===== src/verilog/dac_cfg_map.svh =====
`ifndef DAC_CFG_MAP_SVH
`define DAC_CFG_MAP_SVH

// register offsets on the serial port
`define ADDR_COMM       7'h00
`define ADDR_POWER      7'h01
`define ADDR_FORMAT     7'h03
`define ADDR_IEN1       7'h04
`define ADDR_FLAG1      7'h06

// serial_comm_config fields
`define COMM_SDIO_BIDIR 7
`define COMM_LSB_FIRST  6
`define COMM_SOFT_RST   5
`define COMM_MASK       8'he0

// power_control fields
`define PWR_PD_I        7
`define PWR_PD_Q        6
`define PWR_PD_RX       5
`define PWR_PD_AUX      4
`define PWR_LOCK_STAT   0
`define PWR_MASK        8'hf0

// input_data_format fields
`define FMT_BINARY      7
`define FMT_Q_FIRST     6
`define FMT_MSB_SWAP    5
`define FMT_MASK        8'he3
`define FMT_W32         2'b00
`define FMT_W16         2'b01
`define FMT_W8          2'b10

// interrupt_enable_first and event flag fields
`define EV_PLL_LOST     7
`define EV_PLL_LOCK     6
`define EV_SYNC_LOST    5
`define EV_SYNC_LOCK    4
`define EV_CLK_READY    3
`define EV_FIFO_DONE    2
`define EV_MASK         8'hfc

// reset values
`define RST_COMM        8'h00
`define RST_POWER       8'h00
`define RST_FORMAT      8'h00
`define RST_IEN1        8'h00
`define RST_FLAG1       8'h00

// serial frame: one instruction byte, one data byte
`define SPI_BYTE_BITS   8

`endif


===== src/verilog/dac_cfg_pkg.sv =====
package dac_cfg_pkg;

  typedef enum logic [1:0]
  {
    ST_IDLE,
    ST_INSTR,
    ST_DATA
  } spi_state_e;

  typedef logic [7:0] reg_byte_t;

endpackage


===== src/verilog/dac_config_comm_format_regs.sv =====
`timescale 1ns/1ps
`include "dac_cfg_map.svh"

// What this block does
// SDIO bit: input-only or bidirectional data pin
// bit order: MSB first or LSB first
// soft reset held while bit stays set
// independent power-down of I and Q converters
// power-down data receiver and auxiliary ADC
// input samples two's complement or straight binary at bus widths 32 and 16
// pairing order: I first or Q first
// swap reverses input pin bit order
// bus width: 32, 16, 8 bits, 11 invalid
// enable interrupt on PLL lock lost
// enable interrupt on PLL locked
// enable interrupt on sync lock lost
// enable interrupt on sync lock achieved
// enable interrupt on clock generation ready
// enable interrupt on soft FIFO reset done
// PLL lock lost flag latches when set
// interrupt when any enabled flag set
module dac_config_comm_format_regs
  import dac_cfg_pkg::*;
(
  input  wire logic        clk_in,
  input  wire logic        reset_in,
  input  wire logic        spi_cs_n_in,
  input  wire logic        spi_sclk_in,
  input  wire logic        sdio_in,
  output logic             sdio_out,
  output logic             sdio_oe_out,
  output logic             sdo_out,
  input  wire logic        pll_lock_in,
  input  wire logic        sync_lock_in,
  input  wire logic        clk_ready_in,
  input  wire logic        fifo_sync_done_in,
  input  wire logic [31:0] data_pins_in,
  output logic      [31:0] data_word_out,
  output logic             data_invalid_out,
  output logic             q_first_out,
  output logic      [1:0]  bus_width_out,
  output logic             dev_reset_out,
  output logic             pd_i_out,
  output logic             pd_q_out,
  output logic             pd_rx_out,
  output logic             pd_aux_out,
  output logic             irq_out
);

  reg_byte_t  comm_r;
  reg_byte_t  power_r;
  reg_byte_t  fmt_r;
  reg_byte_t  ien_r;
  reg_byte_t  flag_r;
  spi_state_e state_r;
  logic [2:0] bit_cnt_r;
  reg_byte_t  shift_r;
  logic       rd_r;
  logic [6:0] addr_r;
  logic       sclk_d_r;
  logic [3:0] ev_d_r;

  logic       cs_n_s;
  logic       sclk_s;
  logic       sdi_s;
  logic [3:0] ev_s;
  logic [31:0] data_s;

  logic       sclk_rise;
  logic       sclk_fall;
  logic       lsb_first;
  logic       soft_rst;
  reg_byte_t  shift_nxt;
  reg_byte_t  rd_byte;
  logic       wr_stb;
  reg_byte_t  flag_set;
  reg_byte_t  flag_clr;

  pin_sync #(.WIDTH(3), .INIT_VAL(3'b100)) u_spi_sync (
    .clk_in   (clk_in),
    .reset_in (reset_in),
    .d_in     ({spi_cs_n_in, spi_sclk_in, sdio_in}),
    .q_out    ({cs_n_s, sclk_s, sdi_s})
  );

  pin_sync #(.WIDTH(4), .INIT_VAL(4'h0)) u_ev_sync (
    .clk_in   (clk_in),
    .reset_in (reset_in),
    .d_in     ({pll_lock_in, sync_lock_in, clk_ready_in, fifo_sync_done_in}),
    .q_out    (ev_s)
  );

  pin_sync #(.WIDTH(32), .INIT_VAL(32'h0000_0000)) u_data_sync (
    .clk_in   (clk_in),
    .reset_in (reset_in),
    .d_in     (data_pins_in),
    .q_out    (data_s)
  );

  assign lsb_first = comm_r[`COMM_LSB_FIRST];
  assign soft_rst  = comm_r[`COMM_SOFT_RST];
  assign sclk_rise = sclk_s & ~sclk_d_r;
  assign sclk_fall = ~sclk_s & sclk_d_r;

  // both ends assemble bytes in the same selected order
  assign shift_nxt = lsb_first ? {sdi_s, shift_r[7:1]}
                               : {shift_r[6:0], sdi_s};

  assign wr_stb = sclk_rise && !cs_n_s && state_r == ST_DATA &&
                  bit_cnt_r == 3'd7 && !rd_r;

  always_ff @(posedge clk_in)
  begin
    if (reset_in)
      sclk_d_r <= 1'b0;
    else
      sclk_d_r <= sclk_s;
  end

  // serial frame: instruction byte (read bit, 7-bit address), data byte
  always_ff @(posedge clk_in)
  begin
    if (reset_in)
    begin
      state_r   <= ST_IDLE;
      bit_cnt_r <= 3'd0;
      shift_r   <= 8'h00;
      rd_r      <= 1'b0;
      addr_r    <= 7'h00;
    end
    else if (cs_n_s)
    begin
      state_r   <= ST_IDLE;
      bit_cnt_r <= 3'd0;
    end
    else
    begin
      case (state_r)
        ST_IDLE:
          state_r <= ST_INSTR;
        ST_INSTR:
        begin
          if (sclk_rise)
          begin
            shift_r   <= shift_nxt;
            bit_cnt_r <= bit_cnt_r + 3'd1;
            if (bit_cnt_r == 3'd7)
            begin
              rd_r    <= shift_nxt[7];
              addr_r  <= shift_nxt[6:0];
              state_r <= ST_DATA;
            end
          end
        end
        ST_DATA:
        begin
          if (sclk_rise)
          begin
            shift_r   <= shift_nxt;
            bit_cnt_r <= bit_cnt_r + 3'd1;
            if (bit_cnt_r == 3'd7)
              state_r <= ST_IDLE;
          end
        end
        default:
          state_r <= ST_IDLE;
      endcase
    end
  end

  // readback multiplexer; unmapped offsets read as zero
  always_comb
  begin
    case (addr_r)
      `ADDR_COMM:   rd_byte = comm_r;
      `ADDR_POWER:  rd_byte = {power_r[7:1], ev_s[3]};
      `ADDR_FORMAT: rd_byte = fmt_r;
      `ADDR_IEN1:   rd_byte = ien_r;
      `ADDR_FLAG1:  rd_byte = flag_r;
      default:      rd_byte = 8'h00;
    endcase
  end

  // read data changes on falling sclk so the host samples it on rising
  always_ff @(posedge clk_in)
  begin
    if (reset_in)
    begin
      sdio_out    <= 1'b0;
      sdio_oe_out <= 1'b0;
      sdo_out     <= 1'b0;
    end
    else if (cs_n_s || state_r != ST_DATA || !rd_r)
    begin
      sdio_oe_out <= 1'b0;
      sdo_out     <= 1'b0;
    end
    else if (sclk_fall)
    begin
      sdo_out     <= lsb_first ? rd_byte[bit_cnt_r]
                               : rd_byte[3'd7 - bit_cnt_r];
      sdio_out    <= lsb_first ? rd_byte[bit_cnt_r]
                               : rd_byte[3'd7 - bit_cnt_r];
      sdio_oe_out <= comm_r[`COMM_SDIO_BIDIR];
    end
  end

  // comm register survives the soft reset so software can release it
  always_ff @(posedge clk_in)
  begin
    if (reset_in)
      comm_r <= `RST_COMM;
    else if (wr_stb && addr_r == `ADDR_COMM)
      comm_r <= shift_nxt & `COMM_MASK;
  end

  always_ff @(posedge clk_in)
  begin
    if (reset_in || soft_rst)
    begin
      power_r <= `RST_POWER;
      fmt_r   <= `RST_FORMAT;
      ien_r   <= `RST_IEN1;
    end
    else if (wr_stb)
    begin
      case (addr_r)
        `ADDR_POWER:  power_r <= shift_nxt & `PWR_MASK;
        `ADDR_FORMAT: fmt_r   <= shift_nxt & `FMT_MASK;
        `ADDR_IEN1:   ien_r   <= shift_nxt & `EV_MASK;
        default:      power_r <= power_r;
      endcase
    end
  end

  always_ff @(posedge clk_in)
  begin
    if (reset_in)
      ev_d_r <= 4'h0;
    else
      ev_d_r <= ev_s;
  end

  always_comb
  begin
    flag_set = 8'h00;
    flag_set[`EV_PLL_LOST]  = ev_d_r[3] & ~ev_s[3];
    flag_set[`EV_PLL_LOCK]  = ev_s[3] & ~ev_d_r[3];
    flag_set[`EV_SYNC_LOST] = ev_d_r[2] & ~ev_s[2];
    flag_set[`EV_SYNC_LOCK] = ev_s[2] & ~ev_d_r[2];
    flag_set[`EV_CLK_READY] = ev_s[1] & ~ev_d_r[1];
    flag_set[`EV_FIFO_DONE] = ev_s[0] & ~ev_d_r[0];
    flag_clr = (wr_stb && addr_r == `ADDR_FLAG1) ? shift_nxt : 8'h00;
  end

  // write one clears; a new event in the same cycle wins over the clear
  always_ff @(posedge clk_in)
  begin
    if (reset_in || soft_rst)
      flag_r <= `RST_FLAG1;
    else
      flag_r <= ((flag_r & ~flag_clr) | flag_set) & `EV_MASK;
  end

  always_ff @(posedge clk_in)
  begin
    if (reset_in)
      irq_out <= 1'b0;
    else
      irq_out <= |(flag_r & ien_r);
  end

  // pin mapping within the active width, then offset-binary correction;
  // byte mode leaves the sign bit to the sample assembler downstream
  function automatic logic [31:0] map_word(input logic [31:0] d,
                                           input reg_byte_t   f);
    logic [31:0] r;
    logic [31:0] w;
    // the top of the full reversal holds the reversed low pins
    r = {<<{d}};
    case (f[1:0])
      `FMT_W32: w = f[`FMT_MSB_SWAP] ? r : d;
      `FMT_W16: w = {16'h0000, f[`FMT_MSB_SWAP] ? r[31:16] : d[15:0]};
      `FMT_W8:  w = {24'h00_0000, f[`FMT_MSB_SWAP] ? r[31:24] : d[7:0]};
      default:  w = 32'h0000_0000;
    endcase
    if (f[`FMT_BINARY] && f[1:0] == `FMT_W32)
      w = w ^ 32'h8000_8000;
    else if (f[`FMT_BINARY] && f[1:0] == `FMT_W16)
      w = w ^ 32'h0000_8000;
    return w;
  endfunction

  always_ff @(posedge clk_in)
  begin
    if (reset_in)
    begin
      data_word_out    <= 32'h0000_0000;
      data_invalid_out <= 1'b0;
      dev_reset_out    <= 1'b0;
      q_first_out      <= 1'b0;
      bus_width_out    <= `FMT_W32;
      {pd_i_out, pd_q_out}    <= 2'b00;
      {pd_rx_out, pd_aux_out} <= 2'b00;
    end
    else
    begin
      data_word_out    <= map_word(data_s, fmt_r);
      data_invalid_out <= fmt_r[1:0] == 2'b11;
      dev_reset_out    <= soft_rst;
      q_first_out      <= fmt_r[`FMT_Q_FIRST];
      bus_width_out    <= fmt_r[1:0];
      {pd_i_out, pd_q_out}    <= power_r[`PWR_PD_I:`PWR_PD_Q];
      {pd_rx_out, pd_aux_out} <= power_r[`PWR_PD_RX:`PWR_PD_AUX];
    end
  end
endmodule


===== src/verilog/pin_sync.sv =====
`timescale 1ns/1ps

// two-stage synchroniser for pins arriving from outside the clock domain
module pin_sync #(
  parameter int              WIDTH    = 1,
  parameter logic [WIDTH-1:0] INIT_VAL = '0
) (
  input  wire logic             clk_in,
  input  wire logic             reset_in,
  input  wire logic [WIDTH-1:0] d_in,
  output logic      [WIDTH-1:0] q_out
);

  logic [WIDTH-1:0] meta_r;

  always_ff @(posedge clk_in)
  begin
    if (reset_in)
    begin
      meta_r <= INIT_VAL;
      q_out  <= INIT_VAL;
    end
    else
    begin
      meta_r <= d_in;
      q_out  <= meta_r;
    end
  end

endmodule

===== config.mk =====
export PLATFORM = sky130hd
export DESIGN_NAME = dac_config_comm_format_regs
export DESIGN_NICKNAME = d
export VERILOG_FILES = /design/src/verilog/dac_cfg_pkg.sv /design/src/verilog/dac_config_comm_format_regs.sv /design/src/verilog/pin_sync.sv
export VERILOG_INCLUDE_DIRS = /design/src /design/src/verilog
export SDC_FILE = /design/constraint.sdc
export NUM_CORES = 1
export LEC_CHECK = 0
export ABC_AREA = 0
export BUFFER_PORTS_ARGS = -buffer_cell sky130_fd_sc_hd__buf_2
export CAP_MARGIN = 20
export CORE_ASPECT_RATIO = 0.7
export CORE_MARGIN = 2
export CORE_UTILIZATION = 59
export CTS_BUF_LIST = sky130_fd_sc_hd__clkbuf_4
export DETAILED_ROUTE_END_ITERATION = 7
export PLACE_DENSITY = 0.91
export SYNTH_ARGS = -nofsm -noshare
export SYNTH_HDL_FRONTEND = slang
export SYNTH_SLANG_ARGS = --single-unit

===== constraint.sdc =====
create_clock -name clk_in -period 2.6 [get_ports clk_in]
set_input_delay 0.13 -clock clk_in [delete_from_list [all_inputs] [get_ports clk_in]]
set_output_delay 0.13 -clock clk_in [all_outputs]
set_load 0.05 [all_outputs]

---- Yosys cells after proc, flatten, opt, wreduce, memory -nomap -nowiden ----
Index checks and enable logic that the tools add are counted.
cells by class
  add/subtract/negate cells ............... 2
  $lt $le $gt $ge ......................... 2
  equal/unequal tests ..................... 15
  muxes and demuxes ....................... 20
  bitwise operators ....................... 24
  reductions and logical operators ........ 28
operators by type and width
  cell                  number
  $mux W32              3
  $pmux W32 S3          1
  $pmux W8 S5           1
  $mux W16              2
  $mux W8               3
  $and A8 B8 Y8         2
  $eq A7 B3 Y1 const B  2
  $not A1 Y1            11
  $reduce_and A2 Y1     5
  $and A1 B1 Y1         8
  $logic_and A1 B1 Y1   8
  $lt A3 B4 Y1 const B  2
  $mux W2               4
  $ne A2 B2 Y1 const B  4
  $not A8 Y8            1
  $or A8 B8 Y8          1
  $reduce_and A4 Y1     2
  $reduce_or A8 Y1      1
  $eq A7 B1 Y1 const B  1
  $eq A7 B2 Y1 const B  1
  $logic_not A7 Y1      1
  $bmux W1 S3           2
  $eq A2 B2 Y1 const B  3
  $pmux W2 S3           1
  12 further kinds      21
storage, ports and cells
  register bits ........................... 175
  bits of input ports ..................... 41
  output and inout bits ................... 45
  logic and storage cells ................. 123

---- Depth between registers and ports, before layout ----
  depth in word-level cells ............... 11
  mapped depth ............................ 8
  mapped depth without buffers ............ 7

---- Cells and area by module ----
Synthesis repeated with hierarchy kept, for this count alone.
unflattened totals
  cell total of the unflattened synthesis .. 614
  area total of the unflattened synthesis .. 6444.9 um^2
by module, submodules not included
  module                       instances  cells an instance  area an instance (um^2)  sequential area each (um^2)
  dac_config_comm_format_regs  1          451                4159.0                   1901.8
  pin_sync (u_data_sync)       1          135                1918.1                   1281.2
  pin_sync (u_ev_sync)         1          16                 210.2                    160.2
  pin_sync (u_spi_sync)        1          12                 157.7                    120.1

---- Worst setup path after synthesis ----
No wires, ideal clock.
  kind .................................... flip-flop to flip-flop
  start ................................... register addr_r[3]
  end ..................................... register power_r[7]
  setup time .............................. 0.128 ns
  arrival time ............................ 1.964 ns
  required time ........................... 2.472 ns
  slack ................................... 0.508 ns
  stages on the path, launching flop included .. 6
  path buffers ............................ 0
  clock period less this slack ............ 2.092 ns
  cells stage by stage .................... dfxtp_1 > or4_4 > or3b_1 > nor3_1 > mux2i_1 > nor2_1
on the way
  longest elaborated chain between the ends .. 2
RTL lines
  what                                RTL line                            text
  start, declared                     dac_config_comm_format_regs.sv:59   logic [6:0] addr_r;
  start signal, assigned              dac_config_comm_format_regs.sv:150  addr_r <= shift_nxt[6:0];
  $eq A7 B1 Y1                        dac_config_comm_format_regs.sv:227  case (addr_r)
  $reduce_and A2 Y1 (no source line)  -
  end signal, assigned                dac_config_comm_format_regs.sv:221  power_r <= `RST_POWER;
  end signal, assigned                dac_config_comm_format_regs.sv:228  `ADDR_POWER: power_r <= shift_nxt & `PWR_MASK;
  end signal, assigned                dac_config_comm_format_regs.sv:231  default: power_r <= power_r;
  end, declared                       dac_config_comm_format_regs.sv:51   reg_byte_t power_r;
Every way passes these cells.
A chain may end at the register's enable or synchronous reset.

---- Worst setup path after layout ----
  start ................................... register addr_r[1]
  end ..................................... register sdio_out
on the way
  longest elaborated chain between the ends .. 5
  elaborated cells between the ends (all ways) .. 11
  classes of those cells .................. eq/ne: 4; mux: 6; reduce/logical: 1
RTL lines
  what                                        RTL line                                                                text
  $eq A7 B3 Y1, or another cell as far along  dac_config_comm_format_regs.sv:174                                      case (addr_r)
  $pmux W8 S5 (*)                             dac_config_comm_format_regs.sv:174
  $bmux W1 S3 (on tied branches)              dac_config_comm_format_regs.sv:203, dac_config_comm_format_regs.sv:202
  $mux W1 (on tied branches)                  dac_config_comm_format_regs.sv:203, dac_config_comm_format_regs.sv:202
  $mux W1 (*)                                 dac_config_comm_format_regs.sv:202                                      sdio_out <= lsb_first ? rd_byte[bit_cnt_r]
  end signal, assigned                        dac_config_comm_format_regs.sv:202
  end, declared                               dac_config_comm_format_regs.sv:30                                       output logic sdio_out,
Every way passes the cells marked *; elsewhere a longest branch is shown, timed or not. The select of a mux whose other input is x is not followed.

==> results.txt <==
In this run the static leakage power is 2.95 nW. The largest driver fanout on the critical path is 12. The overflow left after global routing came out at 0. Setup repair after global routing left no endpoint under its margin. In this run the standard cell core region covers 10,400 sq um. The detail route stage leaves a number of antenna-violating nets equal to 0. The logs give 0.608 for the starting density of the core and 25.8 mm for the first-pass GRT wire length. For this run, the detailed router's first-pass iteration total came to 5.

Placement row count: 31. The data required time of the worst path is 3.09 ns. The count of synthesis-stage warnings from yosys was 0. Startpoint class of the critical path: a flip-flop.

The maximum vdd ir drop was 0.000507 V; the worst endpoint data arrival time was 2.85 ns. After layout, the minimum clock period comes to 2.36 ns. The y dimension of the die came out at 90.5 um.

Count of buffers from port buffering: 85. The die covers 11,500 sq um. The remaining design rule violation count was 0; the worst relative slew slack was 0.462. The clock passes through at most 2 buffers. The max-slew violation count is 0. Entering global routing, the biggest net connects 64 pins. The cell taking the most area after synthesis is sky130_fd_sc_hd__dfxtp_1. The share of cells above drive strength 1 was 0.198. The run gives 17 as the number of clock buffers inserted by TritonCTS. The worst setup path is captured at a flip-flop. The ratio of final minimum period to clock period was 0.909. The cell sitting at the root of the clock tree is a sky130_fd_sc_hd__clkbuf_4.

The logs give 0.858 for the routability congestion estimate from global placement and 423 MHz for the highest achievable clock rate. OpenSTA, run right after detailed placement, puts the worst setup slack at 0.342 ns. Adding up every negative setup slack in the final design gives 0 ns.

Clock skew on the completed layout was measured at 0.0284 ns. TritonCTS built the clock tree. Global-route total usage across every layer: 0.290.

The final layout contains 786 nets. The startpoint-to-endpoint class of the critical path was reg2reg. The number of antenna violations at the first check in global routing was 1. The tightest min-delay check is of the in2reg type.

Relative to the synthesized area, the layout overhead comes to 19.4%. Once detailed placement completed, the half-perimeter wirelength came to 10.6 mm. The tools report the count of boundary I/O pins as 86. The number of violations of the max-capacitance limit is 0. Count of distinct cell types in the synthesized netlist: 46.

For the pin with the worst max-slew slack, the measured transition is 0.805 ns. The tools report the number of hold-slack violations in the final timing report as 0. The flow ran to the end, and the final reports show no timing, DRC or antenna violations. The post-CTS setup buffer count came out at 0.

The most instantiated flip-flop cell in the synthesis netlist is sky130_fd_sc_hd__dfxtp_1. The H-tree was split into 4 levels. The power density of the placed cells was 613 nW/um^2. When the netlist entered floorplanning its net count stood at 671.

After technology mapping, the gate count stands at 625. Setup slack closes at 0.237 ns. The fraction of post-synthesis cell area in the top cell type by area is 0.550, and the wire length reported by the detailed router is 16.4 mm.

In the final routed layout, each cell accounts on average for 18.5 um. Setup violation total in the final timing report: 0. The share of flip-flops with an asynchronous set or reset was 0; the count of flip-flops with a built-in enable after synthesis was 0. In this run, synthesis produced a sequential element count of 173. The proportion of synthesized chip area in sequential cells was 0.550; the mean instance size in the synthesized netlist was 10.1 sq um.

For the core occupancy in the finished layout, the log shows 0.727. The overall die width is 128 um. After synthesis, the cell types taking the most area are sky130_fd_sc_hd__dfxtp_1 (55%), sky130_fd_sc_hd__nor2b_1 (8.9%), sky130_fd_sc_hd__mux2i_1 (8.6%), sky130_fd_sc_hd__nor2_1 (4.5%), sky130_fd_sc_hd__a211oi_1 (3.5%).

The later-pin clock latency in the skew report was 0.58 ns; the detailed-route via count was 5,135. Number of global-route vias before repair: 4,901. The DRC violation total after the first TritonRoute iteration is 504. Clock-pin slew was measured on the worst setup and hold paths at 0.16 ns. Hold timing on the final database bottoms out at a slack of 0.0786 ns. In this run the cell area of the synthesized design comes to 6300 sq um. In the routed layout, each cell is associated on average with a via count of 5.80. For this design, the sink count on the clock tree is 173.
-- logic make-up after synthesis --
kind of cell | after synthesis | share of synthesized area
AND/OR/NAND/NOR | 226 | 0.192
flip-flops | 173 | 0.550
AO/OA/AOI/OAI | 111 | 0.118
adder cells (fa/ha/maj) | 5 | 0.00993
buffers and inverters | 47 | 0.0286
multiplexers | 60 | 0.0983
XOR/XNOR | 3 | 0.00417
-- power breakdown --
part / switching [mW] / internal, mW
combinational: 0.152 / 0.123
sequential: 0.0410 / 2.73
clock: 1.04 / 0.526
total: 1.23 / 3.38
-- cells in the final DEF, fill, tap and decap left out, drive strengths merged, types with 18 or more instances in the layout --
cell / synthesis / final
dfxtp: 173 / 173
buf: 8 / 97
nor2b: 90 / 90
nor2: 75 / 75
mux2i: 54 / 54
dlygate4sd3: 0 / 39
a211oi: 29 / 29
a21oi: 20 / 20
o21ai: 18 / 18
-- cell type report --
| cell class | count | area (sq um) |
|---|---|---|
| antenna | 1 | 2.50 |
| clock buffer | 17 | 128 |
| clock inverter | 15 | 166 |
| fill | 672 | 2830 |
| inverter | 7 | 26.3 |
| multi-input combinational | 405 | 2660 |
| sequential | 173 | 3460 |
| tap | 132 | 165 |
| timing repair buffer | 136 | 908 |
-- worst paths after layout --
| path | to | startpoint | slack [ns] | cells after the start |
|---|---|---|---|---|
| setup / recovery | sdio_out | addr_r[1] | 0.24 | 6 |
| hold / removal | u_data_sync.q_out[18] | reset_in | 0.08 | 2 |
| setup reg to reg | sdio_out | addr_r[1] | 0.24 | 6 |
| hold reg to reg | u_spi_sync.q_out[2] | u_spi_sync.meta_r[2] | 0.42 | 1 |
-- registers in the layout, summed over array words and instances, names as in the netlist, 2 cells and up --
signal	flops
data_word_out	32
u_data_sync.meta_r	32
u_data_sync.q_out	32
shift_r	8
addr_r	7
flag_r	6
ien_r	6
fmt_r	5
ev_d_r	4
power_r	4
u_ev_sync.meta_r	4
u_ev_sync.q_out	4
bit_cnt_r	3
comm_r	3
u_spi_sync.meta_r	3
u_spi_sync.q_out	3
bus_width_out	2
state_r	2
-- cell usage after synthesis (2+ instances only) --
cell,number
sky130_fd_sc_hd__a21boi_0,2
sky130_fd_sc_hd__a21oi_1,20
sky130_fd_sc_hd__inv_1,7
sky130_fd_sc_hd__nand3_1,7
sky130_fd_sc_hd__nor4_1,3
sky130_fd_sc_hd__o22ai_1,6
sky130_fd_sc_hd__a211oi_1,29
sky130_fd_sc_hd__a2111oi_0,3
sky130_fd_sc_hd__or3_1,3
sky130_fd_sc_hd__ha_1,5
sky130_fd_sc_hd__nor2b_1,90
sky130_fd_sc_hd__a31oi_1,4
sky130_fd_sc_hd__o21ai_0,18
sky130_fd_sc_hd__o211ai_1,7
sky130_fd_sc_hd__mux2_2,5
sky130_fd_sc_hd__or2_2,8
sky130_fd_sc_hd__nor2_1,75
sky130_fd_sc_hd__mux2i_1,54
sky130_fd_sc_hd__o21bai_1,8
sky130_fd_sc_hd__buf_1,5
sky130_fd_sc_hd__dfxtp_1,173
sky130_fd_sc_hd__xnor2_1,2
sky130_fd_sc_hd__a221oi_1,8
sky130_fd_sc_hd__buf_2,3
sky130_fd_sc_hd__nand2_1,11
sky130_fd_sc_hd__a22oi_1,3
sky130_fd_sc_hd__nor3_1,8
sky130_fd_sc_hd__nand2b_1,9
sky130_fd_sc_hd__clkbuf_1,32
-- layer usage --
metal,global-route usage,share of wire
met1,0.404,0.43
met2,0.441,0.46
met3,0.0717,0.096
met4,0.102,0.018
met5,0,0
-- timing repair --
| item | 4_1_cts | 5_1_grt |
|---|---|---|
| hold buffers | 39 | 0 |
| hold endpoints to repair | 39 | 0 |
| resized for setup | 0 | 0 |
-- worst max-delay path, cell delays in order (launching register included) --
cell                        delay, ns
sky130_fd_sc_hd__dfxtp_1         0.71
sky130_fd_sc_hd__inv_1           0.20
sky130_fd_sc_hd__a2111oi_0       0.67
sky130_fd_sc_hd__a31oi_1         0.10
sky130_fd_sc_hd__o211ai_1        0.21
sky130_fd_sc_hd__a32oi_1         0.14
sky130_fd_sc_hd__a211oi_1        0.27
-- stage by stage --
stage                     instance area [sq um]  power, mW  instances
after floorplan                            6300       2.96        625
after detailed placement                   6840       3.04        814
after global placement                     6840       3.03        814
after global routing                       7520       4.75        886
final                                      7520       4.61        886
after CTS                                  7520       4.59        885
(Power assumes the default switching activity.)
